## src/dcr_map.svh

```systemverilog
// Register offsets, field positions and reset values for the clock/reset block.
// Included by the package user files; definitions only.
`ifndef DCR_MAP_SVH
`define DCR_MAP_SVH

`define DCR_OFS_CTRL        5'h00
`define DCR_OFS_STATUS      5'h04
`define DCR_OFS_CONFIG      5'h08

`define DCR_CTRL_SOFT_RST   0
`define DCR_CTRL_CAL_START  1
`define DCR_CTRL_RESET      32'h0000_0000

`define DCR_ST_RESET_REQ    0
`define DCR_ST_PHY_RUN      1
`define DCR_ST_CTL_RUN      2
`define DCR_ST_CAL_BUSY     3
`define DCR_ST_CAL_PASS     4
`define DCR_ST_CAL_FAIL     5

`define DCR_CFG_RATIO_LSB   0
`define DCR_CFG_PLL_LSB     4
`define DCR_CFG_DLL_LSB     6
`define DCR_CFG_OCT_MASTER  8

`define DCR_RESP_OKAY       2'h0
`define DCR_RESP_SLVERR     2'h2

`endif

```

## src/dcr_pkg.sv

```systemverilog
// Types shared by the clock/reset block and its calibration timer.
// Constants live in dcr_map.svh.
package dcr_pkg;

  typedef enum logic [1:0] {
    dcr_share_none,
    dcr_share_master,
    dcr_share_slave
  } dcr_share_t;

  typedef enum logic [1:0] {
    dcr_cal_idle,
    dcr_cal_run,
    dcr_cal_pass,
    dcr_cal_fail
  } dcr_cal_state_t;

  typedef struct packed {
    logic cal_fail;
    logic cal_pass;
    logic cal_busy;
    logic ctl_run;
    logic phy_run;
    logic reset_req;
  } dcr_status_t;

endpackage

```

## src/dcr_cal_timer.sv

```systemverilog
// Read-valid timeout during calibration.
// Assumes start and read_valid come from logic on clk.
`timescale 1ns/1ps
module dcr_cal_timer #(
  parameter int TIMEOUT_WIDTH = 8
) (
  input  wire logic clk,
  input  wire logic rstn,
  input  wire logic phy_run,
  input  wire logic start,
  input  wire logic read_valid,
  output dcr_pkg::dcr_cal_state_t state
);

  logic [TIMEOUT_WIDTH-1:0] count;
  dcr_pkg::dcr_cal_state_t  next_state;
  wire                      expired = &count;

  always_comb begin
    next_state = state;
    unique case (state)
      dcr_pkg::dcr_cal_idle,
      dcr_pkg::dcr_cal_pass,
      dcr_pkg::dcr_cal_fail: if (start) next_state = dcr_pkg::dcr_cal_run;
      dcr_pkg::dcr_cal_run: begin
        if (read_valid)
          next_state = dcr_pkg::dcr_cal_pass;
        else if (expired)
          next_state = dcr_pkg::dcr_cal_fail;
      end
    endcase
  end

  always_ff @(posedge clk) begin
    if (!rstn || !phy_run) begin
      state <= dcr_pkg::dcr_cal_idle;
      count <= '0;
    end else begin
      state <= next_state;
      count <= (next_state == dcr_pkg::dcr_cal_run && state == dcr_pkg::dcr_cal_run) ? count + 1'b1 : '0;
    end
  end

endmodule

```

## src/dcr_clock_reset.sv

```systemverilog
// Clock, reset and resource-sharing logic of the DDR physical layer.
// Assumes one clock; pins are synchronised here; registers over AXI4-Lite.
// How it works
// - Global reset low resets the PLL and all logic in the block.
// - Soft reset low holds the PHY in reset; PLL keeps running.
// - Soft reset low also holds the controller reset output low.
// - Reset request output follows PLL lock: high locked, low unlocked.
// - In master mode, lock, reset and DLL codeword are exported.
// - With no sharing, shared outputs stay zero and shared inputs unused.
// - Ratio parameter is 1 full-rate or 2 half-rate; widths scale.
// - Read-valid timeout during calibration reports calibration failure.
// - Controller words go to memory lower slot first, higher after.
//
// Added by the designer: the placing of the registers and register access over AXI4-Lite.
`timescale 1ns/1ps
`include "dcr_map.svh"
module dcr_clock_reset #(
  parameter int                  RATE_RATIO_PARAM          = 2,
  parameter int                  MEM_DQ_WIDTH              = 8,
  parameter int                  DLL_DELAY_CTRL_WIDTH      = 6,
  parameter int                  OCT_SERIES_WIDTH          = 14,
  parameter int                  OCT_PARALLEL_WIDTH        = 14,
  parameter int                  READ_VALID_TIMEOUT_WIDTH  = 8,
  parameter dcr_pkg::dcr_share_t PLL_SHARING               = dcr_pkg::dcr_share_none,
  parameter dcr_pkg::dcr_share_t DLL_SHARING               = dcr_pkg::dcr_share_none,
  parameter bit                  TERMINATION_MASTER_OPTION = 1'b1
) (
  input  wire logic                                     clk,
  input  wire logic                                     rstn,
  input  wire logic                                     soft_reset_n,
  input  wire logic                                     pll_locked,
  output logic                                          pll_reset,
  output logic                                          reset_request_n,
  output logic                                          phy_reset_n,
  output logic                                          ctl_reset_n,
  input  wire logic                                     shared_ctl_reset_n_in,
  output logic                                          shared_ctl_reset_n_out,
  output logic                                          shared_pll_locked_out,
  input  wire logic [DLL_DELAY_CTRL_WIDTH-1:0]          dll_code_local,
  input  wire logic [DLL_DELAY_CTRL_WIDTH-1:0]          shared_dll_code_in,
  output logic      [DLL_DELAY_CTRL_WIDTH-1:0]          shared_dll_code_out,
  output logic      [DLL_DELAY_CTRL_WIDTH-1:0]          phy_dll_code,
  input  wire logic [OCT_SERIES_WIDTH-1:0]              oct_series_local,
  input  wire logic [OCT_PARALLEL_WIDTH-1:0]            oct_parallel_local,
  input  wire logic [OCT_SERIES_WIDTH-1:0]              oct_series_in,
  input  wire logic [OCT_PARALLEL_WIDTH-1:0]            oct_parallel_in,
  output logic      [OCT_SERIES_WIDTH-1:0]              phy_oct_series,
  output logic      [OCT_PARALLEL_WIDTH-1:0]            phy_oct_parallel,
  input  wire logic [RATE_RATIO_PARAM*MEM_DQ_WIDTH-1:0] ctl_wdata,
  input  wire logic                                     ctl_wvalid,
  output logic                                          ctl_wready,
  output logic      [RATE_RATIO_PARAM*MEM_DQ_WIDTH-1:0] ctl_rdata,
  output logic                                          ctl_rdata_valid,
  output logic      [MEM_DQ_WIDTH-1:0]                  mem_dq_out,
  output logic                                          mem_dq_oe,
  input  wire logic [MEM_DQ_WIDTH-1:0]                  mem_dq_in,
  input  wire logic                                     mem_rd_beat,
  input  wire logic [4:0]                               s_axi_awaddr,
  input  wire logic                                     s_axi_awvalid,
  output logic                                          s_axi_awready,
  input  wire logic [31:0]                              s_axi_wdata,
  input  wire logic [3:0]                               s_axi_wstrb,
  input  wire logic                                     s_axi_wvalid,
  output logic                                          s_axi_wready,
  output logic      [1:0]                               s_axi_bresp,
  output logic                                          s_axi_bvalid,
  input  wire logic                                     s_axi_bready,
  input  wire logic [4:0]                               s_axi_araddr,
  input  wire logic                                     s_axi_arvalid,
  output logic                                          s_axi_arready,
  output logic      [31:0]                              s_axi_rdata,
  output logic      [1:0]                               s_axi_rresp,
  output logic                                          s_axi_rvalid,
  input  wire logic                                     s_axi_rready
);

  localparam int W = MEM_DQ_WIDTH;
  localparam int R = RATE_RATIO_PARAM;

  function automatic logic [W-1:0] slot_get(input logic [R*W-1:0] word, input logic [1:0] idx);
    slot_get = word[idx*W +: W];
  endfunction

  function automatic logic [R*W-1:0] slot_put(input logic [R*W-1:0] word, input logic [1:0] idx,
                                               input logic [W-1:0] beat);
    logic [R*W-1:0] tmp;
    tmp = word;
    tmp[idx*W +: W] = beat;
    slot_put = tmp;
  endfunction

  // Pin synchronisers
  logic [1:0]   soft_sync;
  logic [1:0]   lock_sync;
  logic [1:0]   shr_sync;
  logic [W:0]   rd_sync1;
  logic [W:0]   rd_sync2;
  logic         sw_soft;
  logic         ctl_hold1;
  logic         ctl_hold2;

  wire soft_ok   = soft_sync[1] && !sw_soft;
  wire lock_ok   = lock_sync[1];
  wire phy_run   = soft_ok;
  wire is_pll_sl = PLL_SHARING == dcr_pkg::dcr_share_slave;
  wire ctl_src   = is_pll_sl ? shr_sync[1] : ctl_hold2;

  always_ff @(posedge clk) begin
    if (!rstn) begin
      soft_sync <= 2'h0;
      lock_sync <= 2'h0;
      shr_sync  <= 2'h0;
      rd_sync1  <= '0;
      rd_sync2  <= '0;
      ctl_hold1 <= 1'b0;
      ctl_hold2 <= 1'b0;
    end else begin
      soft_sync <= {soft_sync[0], soft_reset_n};
      lock_sync <= {lock_sync[0], pll_locked};
      shr_sync  <= {shr_sync[0], shared_ctl_reset_n_in};
      rd_sync1  <= {mem_rd_beat, mem_dq_in};
      rd_sync2  <= rd_sync1;
      ctl_hold1 <= lock_ok && soft_ok;
      ctl_hold2 <= ctl_hold1 && lock_ok && soft_ok;
    end
  end

  assign pll_reset       = !rstn;
  assign reset_request_n = lock_ok;
  assign phy_reset_n     = phy_run;
  assign ctl_reset_n     = ctl_src && soft_ok;

  // Sharing exports, zero unless master
  assign shared_ctl_reset_n_out = (PLL_SHARING == dcr_pkg::dcr_share_master) ? ctl_hold2 : 1'b0;
  assign shared_pll_locked_out  = (PLL_SHARING == dcr_pkg::dcr_share_master) ? lock_ok : 1'b0;
  assign shared_dll_code_out    = (DLL_SHARING == dcr_pkg::dcr_share_master) ? dll_code_local : '0;
  assign phy_dll_code           = (DLL_SHARING == dcr_pkg::dcr_share_slave) ? shared_dll_code_in
                                                                             : dll_code_local;
  assign phy_oct_series   = TERMINATION_MASTER_OPTION ? oct_series_local : oct_series_in;
  assign phy_oct_parallel = TERMINATION_MASTER_OPTION ? oct_parallel_local : oct_parallel_in;

  // Write slots, lower half first
  logic [R*W-1:0] wbuf;
  logic [1:0]     wslot;
  logic           wbusy;
  wire            wtake = ctl_wvalid && ctl_wready;
  assign ctl_wready = !wbusy && phy_run;

  always_ff @(posedge clk) begin
    if (!rstn || !phy_run) begin
      wbuf       <= '0;
      wslot      <= 2'h0;
      wbusy      <= 1'b0;
      mem_dq_out <= '0;
      mem_dq_oe  <= 1'b0;
    end else if (wtake) begin
      wbuf       <= ctl_wdata;
      mem_dq_out <= slot_get(ctl_wdata, 2'h0);
      mem_dq_oe  <= 1'b1;
      wslot      <= 2'h1;
      wbusy      <= R > 1;
    end else if (wbusy) begin
      mem_dq_out <= slot_get(wbuf, wslot);
      wslot      <= wslot + 2'h1;
      wbusy      <= wslot != 2'(R - 1);
    end else begin
      mem_dq_oe  <= 1'b0;
    end
  end

  // Read slots, first beat lands in lower half
  logic [R*W-1:0] rbuf;
  logic [1:0]     rslot;
  wire            rbeat = rd_sync2[W];
  wire            rlast = rslot == 2'(R - 1);

  always_ff @(posedge clk) begin
    if (!rstn || !phy_run) begin
      rbuf            <= '0;
      rslot           <= 2'h0;
      ctl_rdata       <= '0;
      ctl_rdata_valid <= 1'b0;
    end else begin
      ctl_rdata_valid <= rbeat && rlast;
      if (rbeat) begin
        rbuf  <= slot_put(rbuf, rslot, rd_sync2[W-1:0]);
        rslot <= rlast ? 2'h0 : rslot + 2'h1;
        if (rlast)
          ctl_rdata <= slot_put(rbuf, rslot, rd_sync2[W-1:0]);
      end
    end
  end

  // Calibration timeout
  dcr_pkg::dcr_cal_state_t cal_state;
  logic                    cal_start;

  dcr_cal_timer #(
    .TIMEOUT_WIDTH (READ_VALID_TIMEOUT_WIDTH)
  ) u_cal_timer (
    .clk        (clk),
    .rstn       (rstn),
    .phy_run    (phy_run),
    .start      (cal_start),
    .read_valid (ctl_rdata_valid),
    .state      (cal_state)
  );

  dcr_pkg::dcr_status_t status;
  assign status = '{cal_fail:  cal_state == dcr_pkg::dcr_cal_fail,
                    cal_pass:  cal_state == dcr_pkg::dcr_cal_pass,
                    cal_busy:  cal_state == dcr_pkg::dcr_cal_run,
                    ctl_run:   ctl_reset_n,
                    phy_run:   phy_run,
                    reset_req: reset_request_n};

  // AXI4-Lite slave
  logic        aw_have;
  logic        w_have;
  logic [4:0]  aw_addr;
  logic [31:0] w_data;
  logic [3:0]  w_strb;
  wire         do_write = aw_have && w_have && !s_axi_bvalid;
  wire         wr_ctrl  = aw_addr == `DCR_OFS_CTRL;
  wire         rd_ctrl  = s_axi_araddr == `DCR_OFS_CTRL;
  wire         rd_stat  = s_axi_araddr == `DCR_OFS_STATUS;
  wire         rd_cfg   = s_axi_araddr == `DCR_OFS_CONFIG;
  wire [31:0]  cfg_word = 32'(R) << `DCR_CFG_RATIO_LSB | 32'(PLL_SHARING) << `DCR_CFG_PLL_LSB
                        | 32'(DLL_SHARING) << `DCR_CFG_DLL_LSB | 32'(TERMINATION_MASTER_OPTION) << `DCR_CFG_OCT_MASTER;
  wire [31:0]  rd_word  = rd_ctrl ? 32'(sw_soft) << `DCR_CTRL_SOFT_RST :
                          rd_stat ? 32'(status) : rd_cfg ? cfg_word : 32'h0000_0000;

  assign s_axi_awready = !aw_have;
  assign s_axi_wready  = !w_have;
  assign s_axi_arready = !s_axi_rvalid;

  always_ff @(posedge clk) begin
    if (!rstn) begin
      aw_have      <= 1'b0;
      w_have       <= 1'b0;
      aw_addr      <= 5'h00;
      w_data       <= 32'h0000_0000;
      w_strb       <= 4'h0;
      s_axi_bvalid <= 1'b0;
      s_axi_bresp  <= `DCR_RESP_OKAY;
      s_axi_rvalid <= 1'b0;
      s_axi_rresp  <= `DCR_RESP_OKAY;
      s_axi_rdata  <= 32'h0000_0000;
      sw_soft      <= 1'(`DCR_CTRL_RESET >> `DCR_CTRL_SOFT_RST);
      cal_start    <= 1'b0;
    end else begin
      cal_start <= 1'b0;
      if (s_axi_awvalid && !aw_have) begin
        aw_have <= 1'b1;
        aw_addr <= s_axi_awaddr;
      end
      if (s_axi_wvalid && !w_have) begin
        w_have <= 1'b1;
        w_data <= s_axi_wdata;
        w_strb <= s_axi_wstrb;
      end
      if (do_write) begin
        aw_have      <= 1'b0;
        w_have       <= 1'b0;
        s_axi_bvalid <= 1'b1;
        s_axi_bresp  <= (wr_ctrl || aw_addr == `DCR_OFS_STATUS || aw_addr == `DCR_OFS_CONFIG)
                        ? `DCR_RESP_OKAY : `DCR_RESP_SLVERR;
        if (wr_ctrl && w_strb[0]) begin
          sw_soft   <= w_data[`DCR_CTRL_SOFT_RST];
          cal_start <= w_data[`DCR_CTRL_CAL_START];
        end
      end else if (s_axi_bvalid && s_axi_bready) begin
        s_axi_bvalid <= 1'b0;
      end
      if (s_axi_arvalid && !s_axi_rvalid) begin
        s_axi_rvalid <= 1'b1;
        s_axi_rdata  <= rd_word;
        s_axi_rresp  <= (rd_ctrl || rd_stat || rd_cfg) ? `DCR_RESP_OKAY : `DCR_RESP_SLVERR;
      end else if (s_axi_rvalid && s_axi_rready) begin
        s_axi_rvalid <= 1'b0;
      end
    end
  end

endmodule

```

## config.mk

```make
export PLATFORM = sky130hd
export DESIGN_NAME = dcr_clock_reset
export DESIGN_NICKNAME = d
export VERILOG_FILES = /design/src/dcr_pkg.sv /design/src/dcr_cal_timer.sv /design/src/dcr_clock_reset.sv
export VERILOG_INCLUDE_DIRS = /design/src
export SDC_FILE = /design/constraint.sdc
export NUM_CORES = 1
export LEC_CHECK = 0
export BUFFER_PORTS_ARGS = -buffer_cell sky130_fd_sc_hd__buf_2
export CAP_MARGIN = 10
export CORE_MARGIN = 2
export CORE_UTILIZATION = 46
export DETAILED_ROUTE_END_ITERATION = 8
export PLACE_DENSITY = 0.81
export SLEW_MARGIN = 10
export SYNTH_ARGS = -nofsm -noshare
export SYNTH_HDL_FRONTEND = slang
export SYNTH_SLANG_ARGS = --single-unit
```

## constraint.sdc

```tcl
create_clock -name clk -period 2.1 [get_ports clk]
set_input_delay 0.105 -clock clk [delete_from_list [all_inputs] [get_ports clk]]
set_output_delay 0.105 -clock clk [all_outputs]
set_load 0.1 [all_outputs]
```

# After elaboration in Yosys (flattened, before gate mapping)
# Cells that the tools add are included.
# word_totals
register_bits	147
in_bits	150
output_inout_bits	114
# op_classes
n_addsub	4
eq_ne	11
shifts	3
mux	23
n_bitwise	2
reduce_logical	44
# ops
cell	count
5-bit negator with 34-bit output	1
8-bit by 34-bit variable shift with 16-bit output, first input constant	1
8-bit by 34-bit indexed part select with 16-bit output	1
9-bit 2-to-1 mux	3
1-bit logical AND	17
16-bit bitwise mux	1
8-bit 2-to-1 mux	2
16-bit by 6-bit indexed part select with 8-bit output	1
2-bit 2-to-1 mux	6
5-bit by 3-bit equality test with 1-bit output, second input constant	2
5-bit by 4-bit equality test with 1-bit output, second input constant	2
5-bit zero test	2
1-bit 2-to-1 mux	10
8-bit by 1-bit adder with 8-bit output, second input constant	1
1-bit zero test	8
8-bit AND reduction	1
2-bit by 1-bit equality test with 1-bit output, second input constant	3
2-bit nonzero test	3
2-bit OR reduction	3
1-bit logical OR	5
2-bit by 1-bit adder with 2-bit output, second input constant	2
2-bit equality test, second input constant	2
2-bit by 1-bit inequality test with 1-bit output, second input constant	2
2-bit case mux with 2 select lines	1
other kinds (5)	7

# Longest topological paths before layout
# depth
ltp_word	8
mapped_depth	7
depth_no_buf	5

# Modules after synthesis
# Synthesis repeated with hierarchy kept, for this count alone.
# hier_totals
hier_cells	532
area_unflattened_um2	4848.4
# by_module_without_submodules
module	instances	cells_each	area_each_um2	seq_area_each_um2
dcr_clock_reset	1	484	4371.7	2042.0
dcr_cal_timer	1	48	476.7	200.2

# Worst setup path after synthesis
# OpenSTA, ideal clock, no wires.
# synth_timing
path_type	reg-to-output
startpoint	register s_axi_rvalid
endpoint	output s_axi_arready
arrival_ns	1.670
path_slack_ns	0.325
path_stages_with_launch	2
path_buffers	0
path_cell_list	dfxtp_1 > inv_1
# synth_via
elab_chain_cells	1
# synth_rtl
element	line_no	rtl
start, declared	dcr_clock_reset.sv:73	output logic s_axi_rvalid,
start signal, assigned	dcr_clock_reset.sv:246	s_axi_rvalid <= 1'b0;
start signal, assigned	dcr_clock_reset.sv:276	s_axi_rvalid <= 1'b1;
start signal, assigned	dcr_clock_reset.sv:280	s_axi_rvalid <= 1'b0;
1-bit zero test	dcr_clock_reset.sv:235	assign s_axi_arready = !s_axi_rvalid;
end, declared	dcr_clock_reset.sv:70	output logic s_axi_arready,
# Every way passes these cells.

# Final worst setup path
# layout_timing
startpoint	register wbusy
endpoint	output ctl_wready
# layout_via
elab_chain_cells	2
# layout_rtl
element	line_no	rtl
start, declared	dcr_clock_reset.sv:145	logic wbusy;
start signal, assigned	dcr_clock_reset.sv:161	wbusy <= R > 1;
start signal, assigned	dcr_clock_reset.sv:165	wbusy <= wslot != 2'(R - 1);
1-bit zero test	dcr_clock_reset.sv:147	assign ctl_wready = !wbusy && phy_run;
1-bit logical AND	dcr_clock_reset.sv:147	
end, declared	dcr_clock_reset.sv:51	output logic ctl_wready,
# Every way passes these cells.

==> impl_metrics.csv <==
group,metric,value,unit
synth,synth_area,5136,sq um
floorplan,die_y,109.7,um
pwr,leakage,2.599,nW
synth,synth_area_per_cell,9.091,sq um
sta,max_slew_margin,0.5451,
critical_path,critPathRequiredTime,2.00,ns
placement,dpl_cell_area,5258,sq um
clock_network,cts-resized-gates,0,
run_status,status,"completed",
run,cap_violations,0,
critical_path,critPathMaxFanout,10,
sta,final-max-slew-violation-count,0,
route,drtIter0Drc,181,
critical_path,crit_type,"reg2out",
clock_network,cts_hold_buf,46,
clock_network,numCtsBuffers,17,
finish,syn2layout_area_growth,22.61,%
grt,grt.overflow.total,0,
grt,grt_pass1_wl,17.89,mm
sta,tns,0,ns
synth,synth_mux_area_frac,0.03922,
route,wl_per_cell,13.77,um
placement,gp_congestion,0.7697,
pwr,total_power,5.818,mW
placement,dpl.hpwl,7.252,mm
floorplan,start_util,0.4717,
finish,stdcell_area,6297,sq um
placement,port_buffers,92,
critical_path,r2r_slack,0.15,ns
synth,synth-main-ff-cell,"dfxtp_1",
route,ant_nets,0,
route,dr.pass1.iters,4,
synth,synth_edf_count,0,
clock_network,cts.clk_slew.worst_paths,0.06,ns
clock_network,cts_tree,"done",
grt,grt_start_max_net_pins,65,
clock_network,clk_latency,0.52,ns
finish,drive_above_1_share,0.2101,
floorplan,core_area,10890,sq um
synth,synth-xor-area-share,0.006821,
sta,finalSetupViolCount,0,
floorplan,die_area,12030,sq um
pwr,p_per_area,923.8,nW/um^2
synth,ys_warn_count,0,
route,vias,4124,
worst_hold_path,hp-class,"in2reg",
finish,nets,820,
synth,async_flop_share,0,
clock_network,cts-root-buf,"clkbuf_8",
route,drc,0,
critical_path,start_kind,"register",
sta,period_share,0.9550,
synth,yosys.area_share.simple,0.2224,
route,routed_wl,11.24,mm
clock_network,numClockSinks,120,
pwr,ir_drop,0.4612,mV
clock_network,post-cts-setup-buffer-count,0,
clock_network,clock_path_buffers,2,
critical_path,endpoint_kind,"primary output",
grt,gr-usage-all-layers,0.1930,
floorplan,ios,264,
synth,ys_types,48,
grt,grt_antenna_before_repair,0,
finish,final_util,0.5784,
sta,skew,0.009170,ns
synth,synth_compound_area_frac,0.1035,
critical_path,arrival,1.90,ns
floorplan,die_x,109.7,um
route,viasPerCell,5.054,
synth,synthAdderAreaFrac,0.01705,
synth,ys_seq_area_frac,0.4677,
sta,fin_crit,2.006,ns
sta,fmax,0.4986,GHz
grt,grt_pass1_vias,3938,
synth,synth_top_family_by_area,"simple AND/OR/NAND/NOR gates",
sta,final_hold_viol_count,0,
sta,rsz0062_at_grt,"no",
synth,syn_inst,565,
clock_network,h-tree-depth,4,
sta,worst_pin_slew,0.6824,ns
finish,n_antenna_cell,0,
floorplan,rows,38,
synth,ys_ff_latch,120,
path summary, 6_finish.rpt:
check                                              from                          end  cells after the start
worst max-delay path                   wbusy$_SDFF_PP0_                   ctl_wready                      3
worst min-delay path                    s_axi_araddr[0]  s_axi_rdata[2]$_SDFFE_PN0P_                      4
worst max register to register    rslot[0]$_SDFFE_PP0P_         rbuf[3]$_SDFFE_PP0P_                      5
worst min register to register  lock_sync[0]$_SDFF_PN0_      lock_sync[1]$_SDFF_PN0_                      1
metrics by stage:
step	hold WS (ns)	cells	worst slack [ns]
3_3_place_gp	0.2107	738	0.2586
3_5_place_dp	0.2107	738	0.1802
4_1_cts	0.01953	816	0.1042
5_1_grt	0.07608	816	0.01273
2_1_floorplan	0.2208	599	0.3254
6_report	0.04632	816	0.09450
registers in the layout, summed over array words and instances, names as in the netlist, 2 cells and up:
| signal | count |
|---|---|
| rd_sync1 | 9 |
| rd_sync2 | 9 |
| rslot | 2 |
| aw_addr | 5 |
| soft_sync | 2 |
| u_cal_timer.count | 8 |
| wbuf | 16 |
| ctl_rdata | 16 |
| mem_dq_out | 8 |
| rbuf | 16 |
| wslot | 2 |
| s_axi_rdata | 7 |
| w_data | 2 |
| lock_sync | 2 |
| u_cal_timer.state | 2 |
critical path: stages (launching register included):
cell and delay [ns]:
dfxtp_1 0.47, clkinv_1 0.36, and2_1 0.26, buf_2 0.29
synthesized netlist by cell type (all sizes together) (10+ instances only):
| master | count | area, sq um |
|---|---|---|
| a221oi | 14 | 122.6 |
| dfxtp | 120 | 2402 |
| nor2 | 43 | 161.4 |
| inv | 11 | 41.29 |
| nand3 | 27 | 135.1 |
| buf | 92 | 660.6 |
| nor3 | 21 | 116.4 |
| a21oi | 33 | 165.2 |
| mux2i | 10 | 100.1 |
| and2 | 28 | 175.2 |
| o21ai | 10 | 50.05 |
| nand2 | 63 | 244.0 |
| nor2b | 10 | 62.56 |
routing by layer:
metal  up-vias  share of wire  track usage
met1      1933           0.42       0.2216
li1       2027              -            -
met4         0          0.017      0.08409
met2       141           0.50       0.3307
met3        23          0.064      0.05928
met5         -              0            0
power by group:
part | total, mW | internal (mW) | switching (mW)
combinational | 0.633 | 0.146 | 0.487
sequential | 2.35 | 2.32 | 0.0284
clock | 2.84 | 1.86 | 0.980
total | 5.82 | 4.32 | 1.49
placed cells by master, fill, tap and decap left out, drive strengths merged, types with 21 or more instances in the layout:
| cell type | Yosys | routed |
|---|---|---|
| dfxtp | 120 | 120 |
| nor3 | 21 | 21 |
| nor2 | 43 | 43 |
| clkbuf | 7 | 23 |
| nand2 | 63 | 63 |
| conb | 1 | 35 |
| buf | 92 | 98 |
| a21oi | 33 | 33 |
| and2 | 28 | 28 |
| nand3 | 27 | 27 |
| dlygate4sd3 | 0 | 46 |
kinds of logic after synthesis:
family                   after synthesis
adder cells (fa/ha/maj)                7
AND/OR/NAND/NOR                      220
buffers and inverters                111
XOR/XNOR                               4
multiplexers                          19
AO/OA/AOI/OAI                         83
other                                  1
flip-flops                           120
final cells by class:
class                   count  area (sq um)
fillers                   930          4591
flip-flops and latches    120          2402
multi-input cells         368          2130
repair buffers            144         965.9
clock buffers              23         456.7
well taps                 140         175.2
clock inverters             9         122.6
inverters                  12         45.04
(Power assumes the default switching activity.)
